[src/inc/vfs_pkg.sv]
package vfs_pkg;
  // timing in its own unit, counts derived from the 10 MHz clock
  localparam int unsigned CLK_HZ          = 10_000_000;
  localparam int unsigned REC_WAIT_US     = 8_000;   // recovery after overvoltage
  localparam int unsigned START_WAIT_US   = 17_000;  // startup / undervoltage deglitch
  localparam int unsigned REC_WAIT_CYC    = REC_WAIT_US * (CLK_HZ / 1_000_000);
  localparam int unsigned START_WAIT_CYC  = START_WAIT_US * (CLK_HZ / 1_000_000);
  // overvoltage integrator defaults
  localparam int unsigned OV_TRIP_LEVEL   = 110;     // integrator trip point
  localparam int unsigned OV_WEIGHT_W     = 4;       // excursion weight width
  localparam int unsigned TIMER_W         = 18;
  localparam int unsigned INTEG_W         = 12;
  // reset values
  localparam logic        GATE_RST        = 1'b0;
  localparam logic        GOOD_N_RST      = 1'b1;
  typedef enum logic [1:0] {VFS_IDLE, VFS_WAIT, VFS_ON} vfs_state_t;
  typedef enum logic {VFS_KIND_START, VFS_KIND_REC} vfs_kind_t;
endpackage

[src/core/vfs_sync.sv]
`timescale 1ns/100ps
// two-flop synchroniser for a bank of level inputs
module vfs_sync #(
  parameter int unsigned W = 3
) (
  // clock and reset
  input  wire logic         clk_sys,
  input  wire logic         rst_n,
  // levels
  input  wire logic [W-1:0] async_in,
  output logic      [W-1:0] sync_out
);
  logic [W-1:0] meta_q;
  logic [W-1:0] meta_d;
  logic [W-1:0] sync_q;
  logic [W-1:0] sync_d;

  // first stage feeds only the second
  always_comb begin
    meta_d = async_in;
    sync_d = meta_q;
  end

  always_ff @(posedge clk_sys or negedge rst_n) begin
    if (!rst_n) begin
      meta_q <= '0;
      sync_q <= '0;
    end else begin
      meta_q <= meta_d;
      sync_q <= sync_d;
    end
  end

  assign sync_out = sync_q;
endmodule

[src/core/vfs_sequencer.sv]
`timescale 1ns/100ps
// How it works
// - over or undervoltage opens the power gate
// - any fault releases power_good_n high at once
// - overvoltage recovery closes gate after 8 ms
// - undervoltage or power-up closes after 17 ms
// - power_good_n goes low when the delay ends
// - timers clear to zero while input outside window
// - timers set gate and open-drain status
// - 17 ms deglitch rejects noise before turn-on
// - overvoltage integrated: bigger excursions trip sooner
// - status low inside window, whatever enable_n
// - over-temperature opens gate, recovers when cool
// - any fault: gate off, status high
module vfs_sequencer #(
  parameter int unsigned REC_CYC   = vfs_pkg::REC_WAIT_CYC,
  parameter int unsigned START_CYC = vfs_pkg::START_WAIT_CYC,
  parameter int unsigned OV_TRIP   = vfs_pkg::OV_TRIP_LEVEL
) (
  // clock and reset
  input  wire logic                          clk_sys,
  input  wire logic                          rst_n,
  // detector inputs
  input  wire logic                          undervoltage_flag,
  input  wire logic                          overvoltage_flag,
  input  wire logic                          overtemp_flag,
  input  wire logic [vfs_pkg::OV_WEIGHT_W-1:0] overvoltage_excess,
  // host enable, active low
  input  wire logic                          enable_n,
  // switch control
  output logic                               power_gate,
  output logic                               gate_pump,
  // open-drain status: line low when oe is high
  output logic                               power_good_n_o,
  output logic                               power_good_n_oe
);
  localparam int unsigned TW = vfs_pkg::TIMER_W;
  localparam int unsigned IW = vfs_pkg::INTEG_W;

  // =========================================================
  // input synchronisation
  logic [2:0] flags_s;
  logic [vfs_pkg::OV_WEIGHT_W-1:0] excess_m_q, excess_m_d, excess_q, excess_d;

  vfs_sync #(.W(3)) u_sync (
    .clk_sys  (clk_sys),
    .rst_n    (rst_n),
    .async_in ({overtemp_flag, overvoltage_flag, undervoltage_flag}),
    .sync_out (flags_s)
  );

  logic uv_s, ovraw_s, ot_s;
  assign uv_s    = flags_s[0];
  assign ovraw_s = flags_s[1];
  assign ot_s    = flags_s[2];

  // excursion weight crosses with two flops; small glitches only add a little
  always_comb begin
    excess_m_d = overvoltage_excess;
    excess_d   = excess_m_q;
  end

  always_ff @(posedge clk_sys or negedge rst_n) begin
    if (!rst_n) begin
      excess_m_q <= '0;
      excess_q   <= '0;
    end else begin
      excess_m_q <= excess_m_d;
      excess_q   <= excess_d;
    end
  end

  // =========================================================
  // overvoltage integrator
  logic [IW-1:0] integ_q, integ_d;
  logic          ov_q, ov_d;

  function automatic logic [IW-1:0] sat_add(input logic [IW-1:0] a,
                                            input logic [IW-1:0] b);
    logic [IW:0] s;
    s = {1'b0, a} + {1'b0, b};
    sat_add = s[IW] ? '1 : s[IW-1:0];
  endfunction

  // weight is excursion+1, so larger excursions reach the trip point sooner
  always_comb begin
    integ_d = integ_q;
    ov_d    = ov_q;
    if (ovraw_s) begin
      integ_d = sat_add(integ_q, IW'(excess_q) + IW'(1));
      if (integ_q >= IW'(OV_TRIP)) begin
        ov_d = 1'b1;
      end
    end else begin
      integ_d = '0; // raw flag low means below the hysteretic release level
      ov_d    = 1'b0;
    end
  end

  always_ff @(posedge clk_sys or negedge rst_n) begin
    if (!rst_n) begin
      integ_q <= '0;
      ov_q    <= 1'b0;
    end else begin
      integ_q <= integ_d;
      ov_q    <= ov_d;
    end
  end

  // =========================================================
  // sequencer
  vfs_pkg::vfs_state_t state_q, state_d;
  vfs_pkg::vfs_kind_t  kind_q, kind_d;
  logic [TW-1:0]       timer_q, timer_d;
  logic                gate_q, gate_d;
  logic                pump_q, pump_d;
  logic                good_n_q, good_n_d;
  logic                window_bad, fault, run_osc;
  logic [TW-1:0]       target;

  assign window_bad = uv_s | ov_q;
  assign fault      = window_bad | ot_s;
  assign run_osc    = ~window_bad;
  assign target     = (kind_q == vfs_pkg::VFS_KIND_REC) ? TW'(REC_CYC - 1)
                                                       : TW'(START_CYC - 1);

  // fault takes priority over any running delay
  always_comb begin
    state_d  = state_q;
    kind_d   = kind_q;
    timer_d  = timer_q;
    gate_d   = 1'b0;
    pump_d   = 1'b0;
    good_n_d = fault;
    if (fault) begin
      state_d = vfs_pkg::VFS_IDLE;
      timer_d = '0;
      if (uv_s) begin
        kind_d = vfs_pkg::VFS_KIND_START;
      end else if (ov_q) begin
        kind_d = vfs_pkg::VFS_KIND_REC;
      end
    end else begin
      unique case (state_q)
        vfs_pkg::VFS_IDLE: begin
          state_d = vfs_pkg::VFS_WAIT;
          timer_d = '0;
        end
        vfs_pkg::VFS_WAIT: begin
          if (run_osc) begin
            if (timer_q >= target) begin
              state_d = vfs_pkg::VFS_ON;
              timer_d = '0;
            end else begin
              timer_d = timer_q + TW'(1);
            end
          end
        end
        vfs_pkg::VFS_ON: begin
          gate_d = ~enable_n;
          pump_d = ~enable_n;
        end
      endcase
      // status stays high until the delay finishes
      if (state_d != vfs_pkg::VFS_ON) begin
        good_n_d = 1'b1;
      end else begin
        good_n_d = 1'b0;
      end
    end
  end

  always_ff @(posedge clk_sys or negedge rst_n) begin
    if (!rst_n) begin
      state_q  <= vfs_pkg::VFS_IDLE;
      kind_q   <= vfs_pkg::VFS_KIND_START;
      timer_q  <= '0;
      gate_q   <= vfs_pkg::GATE_RST;
      pump_q   <= 1'b0;
      good_n_q <= vfs_pkg::GOOD_N_RST;
    end else begin
      state_q  <= state_d;
      kind_q   <= kind_d;
      timer_q  <= timer_d;
      gate_q   <= gate_d;
      pump_q   <= pump_d;
      good_n_q <= good_n_d;
    end
  end

  // =========================================================
  // outputs from flops, except power_good_n_o which is tied low
  assign power_gate      = gate_q;
  assign gate_pump       = pump_q;
  assign power_good_n_o  = 1'b0;
  assign power_good_n_oe = ~good_n_q;

  // =========================================================
  // check helper
  // counts cycles in the current wait apart from the design's timer,
  // so a skipped or doubled step of that timer shows in the checks
  logic [TW-1:0] wait_len_q, wait_len_d;

  always_comb begin
    wait_len_d = '0;
    if (state_q == vfs_pkg::VFS_WAIT) begin
      if (wait_len_q == '1) begin
        wait_len_d = wait_len_q; // hold at full scale, never wrap
      end else begin
        wait_len_d = wait_len_q + TW'(1);
      end
    end
  end

  always_ff @(posedge clk_sys or negedge rst_n) begin
    if (!rst_n) begin
      wait_len_q <= '0;
    end else begin
      wait_len_q <= wait_len_d;
    end
  end

  // =========================================================
  // checks
  property p_fault_opens;
    @(posedge clk_sys) disable iff (!rst_n) fault |=> !power_gate;
  endproperty
  a_fault_opens: assert property (p_fault_opens) else $error("gate on after fault");

  property p_fault_status;
    @(posedge clk_sys) disable iff (!rst_n) fault |=> !power_good_n_oe;
  endproperty
  a_fault_status: assert property (p_fault_status) else $error("status low in fault");

  property p_rec_wait;
    @(posedge clk_sys) disable iff (!rst_n)
      (state_q == vfs_pkg::VFS_WAIT && timer_q == '0 && kind_q == vfs_pkg::VFS_KIND_REC)
      |-> !(power_good_n_oe) [*8];
  endproperty
  a_rec_wait: assert property (p_rec_wait) else $error("early recovery");

  property p_timer_bound;
    @(posedge clk_sys) disable iff (!rst_n) timer_q <= TW'(START_CYC - 1);
  endproperty
  a_timer_bound: assert property (p_timer_bound) else $error("timer overrun");

  property p_good_with_on;
    @(posedge clk_sys) disable iff (!rst_n) power_gate |-> power_good_n_oe;
  endproperty
  a_good_with_on: assert property (p_good_with_on) else $error("gate on, status high");

  property p_halt;
    @(posedge clk_sys) disable iff (!rst_n) window_bad |=> timer_q == '0;
  endproperty
  a_halt: assert property (p_halt) else $error("timer ran in fault");

  property p_enable;
    @(posedge clk_sys) disable iff (!rst_n)
      (state_q == vfs_pkg::VFS_ON && !fault) |=> power_gate == !$past(enable_n);
  endproperty
  a_enable: assert property (p_enable) else $error("gate not following enable");

  property p_clear;
    @(posedge clk_sys) disable iff (!rst_n) fault |=> state_q == vfs_pkg::VFS_IDLE;
  endproperty
  a_clear: assert property (p_clear) else $error("delay not cleared");

  property p_pump_off;
    @(posedge clk_sys) disable iff (!rst_n) window_bad |=> !gate_pump;
  endproperty
  a_pump_off: assert property (p_pump_off) else $error("pump on outside window");

  property p_start_wait;
    @(posedge clk_sys) disable iff (!rst_n)
      (state_q == vfs_pkg::VFS_WAIT && timer_q == '0 && kind_q == vfs_pkg::VFS_KIND_START)
      |-> !(power_good_n_oe) [*8];
  endproperty
  a_start_wait: assert property (p_start_wait) else $error("early turn-on");

  property p_delay_len;
    @(posedge clk_sys) disable iff (!rst_n)
      (state_q == vfs_pkg::VFS_WAIT && state_d == vfs_pkg::VFS_ON)
      |-> wait_len_q == ((kind_q == vfs_pkg::VFS_KIND_REC) ? TW'(REC_CYC - 1)
                                                           : TW'(START_CYC - 1));
  endproperty
  a_delay_len: assert property (p_delay_len) else $error("wrong delay length");

  property p_ov_trip;
    @(posedge clk_sys) disable iff (!rst_n) (ovraw_s && integ_q >= IW'(OV_TRIP)) |=> ov_q;
  endproperty
  a_ov_trip: assert property (p_ov_trip) else $error("overvoltage not tripped");

  property p_ov_release;
    @(posedge clk_sys) disable iff (!rst_n) !ovraw_s |=> (!ov_q && integ_q == '0);
  endproperty
  a_ov_release: assert property (p_ov_release) else $error("integrator not cleared");

  property p_good_window;
    @(posedge clk_sys) disable iff (!rst_n)
      (state_q == vfs_pkg::VFS_ON && !fault) |=> power_good_n_oe;
  endproperty
  a_good_window: assert property (p_good_window) else $error("status high in window");

  property p_ot_off;
    @(posedge clk_sys) disable iff (!rst_n) ot_s |=> (!power_gate && !power_good_n_oe);
  endproperty
  a_ot_off: assert property (p_ot_off) else $error("gate on in overtemp");

  // main scenarios: turn-on, trips, restart in mid-count, host holding off
  c_turn_on:  cover property (@(posedge clk_sys) disable iff (!rst_n) $rose(power_gate));
  c_ov_trip:  cover property (@(posedge clk_sys) disable iff (!rst_n) $rose(ov_q));
  c_ot_event: cover property (@(posedge clk_sys) disable iff (!rst_n) ot_s && !window_bad);
  c_restart:  cover property (@(posedge clk_sys) disable iff (!rst_n)
                              state_q == vfs_pkg::VFS_WAIT && fault);
  c_hold_off: cover property (@(posedge clk_sys) disable iff (!rst_n)
                              state_q == vfs_pkg::VFS_ON && enable_n && !fault);
endmodule

[config.mk]
export PLATFORM = sky130hd
export DESIGN_NAME = vfs_sequencer
export DESIGN_NICKNAME = d
export VERILOG_FILES = /design/src/inc/vfs_pkg.sv /design/src/core/vfs_sync.sv /design/src/core/vfs_sequencer.sv
export SDC_FILE = /design/constraint.sdc
export NUM_CORES = 1
export LEC_CHECK = 0
export ABC_AREA = 1
export BUFFER_PORTS_ARGS = -buffer_cell sky130_fd_sc_hd__buf_2
export CORE_MARGIN = 8
export CORE_UTILIZATION = 55
export CTS_CLUSTER_DIAMETER = 200
export DETAILED_ROUTE_END_ITERATION = 6
export GPL_TIMING_DRIVEN = 1
export PLACE_DENSITY = 0.76
export SKIP_CTS_REPAIR_TIMING = 1
export SYNTH_ARGS = -nofsm -noshare
export SYNTH_HDL_FRONTEND = slang
export SYNTH_SLANG_ARGS = --single-unit
[constraint.sdc]
create_clock -name clk_sys -period 1.8 [get_ports clk_sys]
set_input_delay 0.18 -clock clk_sys [delete_from_list [all_inputs] [get_ports clk_sys]]
set_output_delay 0.18 -clock clk_sys [all_outputs]
set_load 0.005 [all_outputs]
# ---- Yosys cells after proc, flatten, opt, wreduce, memory -nomap -nowiden
# Cells that the tools add are included.
dict set report word_totals {
  reg_bits 50
  out_inout_bits 4
  elab_cells 50
  in_bits 10
}
dict set report op_classes {
  n_bitwise 4
  mux 20
  n_addsub 3
  n_reduce_logical 5
  eq_ne 5
  n_lt_le_gt_ge 2
}
# op count
set ops {}
lappend ops {{18-bit 2-to-1 mux} 4}
lappend ops {{18-bit case mux with 2 select lines} 1}
lappend ops {{12-bit 2-to-1 mux} 2}
lappend ops {{18-bit by 1-bit adder with 18-bit output, second input constant} 1}
lappend ops {{18-bit greater-or-equal comparator} 1}
lappend ops {{12-bit by 5-bit adder with 13-bit output} 1}
lappend ops {{12-bit by 7-bit greater-or-equal comparator with 1-bit output, second input constant} 1}
lappend ops {{1-bit 2-to-1 mux} 8}
lappend ops {{2-bit 2-to-1 mux} 4}
lappend ops {{4-bit by 1-bit adder with 5-bit output, second input constant} 1}
lappend ops {{2-bit inequality test, second input constant} 2}
lappend ops {{2-bit case mux with 2 select lines} 1}
lappend ops {{2-bit AND reduction} 2}
lappend ops {{3-bit inequality test, second input constant} 1}
lappend ops {{3-bit nonzero test} 1}
lappend ops {{2-bit by 1-bit == test with 1-bit output, second input constant} 1}
lappend ops {{2-bit == test, second input constant} 1}
lappend ops {{2-bit zero test} 1}
lappend ops {{1-bit NOT} 2}
lappend ops {{1-bit OR} 2}
lappend ops {{2-bit nonzero test} 1}

# ---- Longest topological paths before layout
dict set report logic_depth {
  word_depth 9
  mapped_depth 11
  ltp_nobuf 11
}

# ---- By module
# A second synthesis with hierarchy kept.
dict set report hier_totals {
  cells_unflattened 351
  hier_area_um2 2806.4
}
# mod area_each_um2 instances cells_per_inst
set modules_own_cells {}
lappend modules_own_cells {vfs_sequencer 2656.3 1 345}
lappend modules_own_cells {vfs_sync 150.1 1 6}

# ---- Least setup slack after synthesis
# OpenSTA, ideal clock, no wires.
dict set report synth_timing {
  kind {reg-to-reg}
  start {register excess_q[0] (netlist name)}
  end {register integ_q[7]}
  slack_ns 0.098
  arrival_time_ns 1.630
  path_stages_with_launch 12
  t_required_ns 1.728
  cell_sequence {dfrtp_1 > inv_1 > ha_1 > fa_1 > inv_1 > nand3_1 > nand2_1 > nand3_1 > buf_2 > nand2_1 > nor2_1 > nor2_1}
}
dict set report synth_via {
  elab_chain_cells 4
}
# element line_no
set synth_lines {}
lappend synth_lines {{start: declaration} vfs_sequencer.sv:43} ;# logic [vfs_pkg::OV_WEIGHT_W-1:0] excess_m_q, excess_m_d, excess_q, excess_d;
lappend synth_lines {{start signal: assignment} vfs_sequencer.sv:69} ;# excess_q <= excess_d;
lappend synth_lines {{4-bit by 1-bit adder with 5-bit output} vfs_sequencer.sv:90} ;# integ_d = sat_add(integ_q, IW'(excess_q) + IW'(1));
lappend synth_lines {{12-bit by 5-bit adder with 13-bit output} vfs_sequencer.sv:81} ;# s = {1'b0, a} + {1'b0, b};
lappend synth_lines {{12-bit 2-to-1 mux} vfs_sequencer.sv:82} ;# sat_add = s[IW] ? '1 : s[IW-1:0];
lappend synth_lines {{12-bit 2-to-1 mux} vfs_sequencer.sv:89} ;# if (ovraw_s) begin
lappend synth_lines {{net integ_d[7]} vfs_sequencer.sv:75} ;# logic [IW-1:0] integ_q, integ_d;
lappend synth_lines {{end signal: assignment} vfs_sequencer.sv:105} ;# integ_q <= integ_d;
lappend synth_lines {{end: declaration} vfs_sequencer.sv:75}
# The timed path passes the listed nets, and every way through them passes these cells.
# A chain may end at the register's enable or synchronous reset.

# ---- Worst setup path after layout
dict set report layout_timing {
  start {register kind_q}
  end {register timer_q[3]}
}
dict set report layout_via {
  elab_chain_cells 6
}
# element line_no
set layout_lines {}
lappend layout_lines {{start: declaration} vfs_sequencer.sv:113} ;# vfs_pkg::vfs_kind_t kind_q, kind_d;
lappend layout_lines {{start signal: assignment} vfs_sequencer.sv:176} ;# kind_q <= vfs_pkg::VFS_KIND_START;
lappend layout_lines {{start signal: assignment} vfs_sequencer.sv:183} ;# kind_q <= kind_d;
lappend layout_lines {{18-bit 2-to-1 mux} vfs_sequencer.sv:124} ;# assign target = (kind_q == vfs_pkg::VFS_KIND_REC) ? TW'(REC_CYC - 1)
lappend layout_lines {{18-bit greater-or-equal comparator} vfs_sequencer.sv:151} ;# if (timer_q >= target) begin
lappend layout_lines {{18-bit 2-to-1 mux} vfs_sequencer.sv:151}
lappend layout_lines {{18-bit 2-to-1 mux} vfs_sequencer.sv:150} ;# if (run_osc) begin
lappend layout_lines {{18-bit case mux with 2 select lines} vfs_sequencer.sv:144} ;# unique case (state_q)
lappend layout_lines {{18-bit 2-to-1 mux} vfs_sequencer.sv:135} ;# if (fault) begin
lappend layout_lines {{end signal: assignment} vfs_sequencer.sv:184} ;# timer_q <= timer_d;
lappend layout_lines {{end: declaration} vfs_sequencer.sv:114} ;# logic [TW-1:0] timer_q, timer_d;
# Every way passes these cells. The select of a mux whose other input is x is not followed.

==> summary.md <==
| Metric | Value |
|---|---|
| Power, Total | `0.00243 W` |
| CTS H-Tree Depth | `2` |
| Period utilisation layout | `97.8%` |
| Leading area contributor after synthesis | `dfrtp_1` |
| Share of layout cells above drive strength 1 | `between 20% and 30%` |
| Mux cell area share after synthesis | `0%` |
| Leakage | `roughly 1.5 nW` |
| GRT Total Usage | `about 15%` |
| GP Congestion | `a little under 0.9` |
| CP Data Required Time | `2030 ps` |
| # diodes | `0` |
| Post-synthesis cell count | `326` |
| Num rows | `25` |
| CP endpoint kind | `flop` |
| Final Instance Area | `3250 µm²` |
| Vias in the first global route | `2,111` |
| Die Area | `7550 µm²` |
| DRT Pass-1 Iters | `6` |
| Top cell type's share of synthesized area | `44.4%` |
| Root buffer cell | `clkbuf_8` |
| Combinational family with the most area after synthesis | `simple AND/OR/NAND/NOR gates` |
| Post-Synth Adder-Cell Area | `6.16%` |
| Die Width | `86.9 µm` |
| Post-route minimum period | `roughly 1800 ps` |
| WL final | `5550 µm` |
| Post-Syn Area per Cell | `8.47 µm²` |
| Total grt overflow | `0` |
| TritonCTS Sinks | `50` |
| Initial antenna violation count | `0` |
| Number of distinct library cells after synthesis | `36` |
| TritonCTS clock tree | `done` |
| Fin Hold WS | `-32.7 ps` |
| Synth Area in Compound Gates | `between 10% and 20%` |
| Layout area overhead | `17.5%` |
| Fin. max-slew vios | `0` |
| Max frequency | `0.568 GHz` |
| Total CTS buffers | `5` |
| DIE HEIGHT | `86.9 µm` |
| PortBufs | `12` |
| Hpwl dp | `3890 µm` |
| Sequential area share after synthesis | `45.3%` |
| Most frequent cells in the layout | `nand2_1 (77), dfrtp_1 (48), inv_1 (33)` |
| Final Hold Viols | `49` |
| XOR/XNOR share of the synthesized area | `4.44%` |
| DRC | `0` |
| VDD IR max | `0.370 mV` |
| Failing checks | `hold timing` |
| Flops & latches, synth | `50` |
| Status | `finished with violations` |
| First-pass GRT wire length | `9450 µm` |
| Setup crit start kind | `flop` |
| CP max FO | `6` |
| WL per Instance | `about 13 µm` |
| Synth warn | `0` |
| Initial DRC Count | `157` |
| Worst-skew pair later-pin latency | `a little over 300 ps` |
| Pre-CTS setup slack | `-149 ps` |
| Max cap viols | `0` |
| Slew Limit Headroom | `58.7%` |
| Area of placed instances | `a little under 3000 µm²` |
| Worst clock skew | `14.2 ps` |
| RSZ-0062 raised after global routing | `yes` |
| Fill count | `about 380` |
| Simple-gate share of the synthesized area | `26.6%` |
| Final worst slack | `39.7 ps` |
| Synth top area cells | `dfrtp_1 (44%), nand2_1 (11%), ha_1 (5.4%)` |
| Finish-stage setup viols | `0` |
| Vias per cell | `5.14` |
| I/O pins | `14` |
| Via count | `2,188` |
| Worst min-delay path class | `input port to async pin` |
| Clock Path Buffers | `2` |
| Cell Area, Synth | `around 2800 µm²` |
| PwrDens | `747 nW/µm²` |
| Core area | `4790 µm²` |
| WP data arrival | `1990 ps` |
| Post-Syn Nets | `349` |
| Largest net degree at the start of global routing | `51` |
| Clock transition at path regs | `~100 ps` |
| Critical path type | `flop to flop` |
| Initial Utilization | `57.7%` |
| Fin Setup TNS | `0 ps` |
| Measured slew at the worst slew-check pin | `620 ps` |
| Most common cell after layout, fill and taps aside | `nand2_1` |
| Nets | `381` |
| DRT antenna net count | `0` |
cell usage after synthesis:
library cell and instances:
buf_2 1, buf_4 4, nor3_1 5, ha_1 12, fa_1 1, a41oi_1 1, a211oi_1 1, nand3b_1 4
nand2_1 79, nor2_2 3, nor2_4 2, xor2_1 10, dfstp_2 1, nor4_1 1, o21ai_1 1, a21oi_1 16
nand2_2 4, inv_1 35, xnor2_1 4, nor2_1 35, nand4_4 1, a21oi_4 2, clkbuf_2 1, a21oi_2 9
inv_2 2, clkbuf_1 1, nand3_1 20, o21bai_1 3, conb_1 1, o21ai_0 7, dfrtp_1 49, and2_1 2
nand4_1 4, o22ai_1 1, buf_12 1, nand3_2 2
per-layer routing:
layer  part of all wire (%)  vias to the layer above  track usage (%)
li1                       -                     1108                -
met1                     50                     1043             20.9
met2                     46                       33             24.6
met3                    3.7                        4             2.55
met4                   0.79                        0             4.54
met5                      0                        -                0
cell type report:
cell class	count	area, µm²	area share (%)
Clock buffer	5	68.8	2.12
Inverter	37	141	4.35
Sequential cell	50	1250	38.6
Multi-Input combinational cell	231	1400	43.2
Clock inverter	3	47.5	1.46
Tap cell	67	83.8	2.58
Timing Repair Buffer	33	250	7.71
path summary, 6_finish.rpt:
check | depth (start not counted) | end | startpoint | slack (ps)
setup / recovery | 7 | timer_q[3] | kind_q | 40
hold / removal | 2 | excess_d[3] | rst_n | -30
setup reg to reg | 7 | timer_q[3] | kind_q | 40
hold reg to reg | 0 | excess_q[0] | excess_d[0] | 360
max in group asynchronous | 2 | kind_q | rst_n | 1390
min in group clk_sys | 2 | gate_pump | enable_n | 30
state kept, by name, indices dropped and copies added, names as in the netlist:
name	cells
excess_d	4
excess_q	4
gate_pump	1
good_n_q	1
integ_q	12
kind_q	1
ov_q	1
state_q	2
timer_q	18
u_sync.meta_q	3
u_sync.sync_out	3
metrics by stage:
step / std cells / utilization [%]
floorplan: 326 / -
global placement: 407 / 61.0
detailed placement: 407 / 61.0
CTS: 415 / 63.4
global route: 426 / 67.8
finish: 426 / 67.8
critical path, stage by stage (launching register included):
cell and delay, ps:
dfrtp_2 470, ha_1 320, a21oi_1 200, nand2_2 90, a21oi_4 150, nand4_4 150, buf_6 180, a21oi_1 120
power by group:
part           total, W  switching [W]  internal, W
logic          0.000385       0.000217     0.000168
clock network  0.000817       0.000393     0.000424
registers       0.00122      0.0000467      0.00118
cell families after synthesis:
kind of cell / after synthesis
and+or+nand+nor: 162
DFF: 50
buffers and inverters: 45
AOI/OAI and AO/OA: 41
xor gates and xnor gates: 14
adders and majority gates: 13
other: 1
Power figures use the tool's default switching activity.
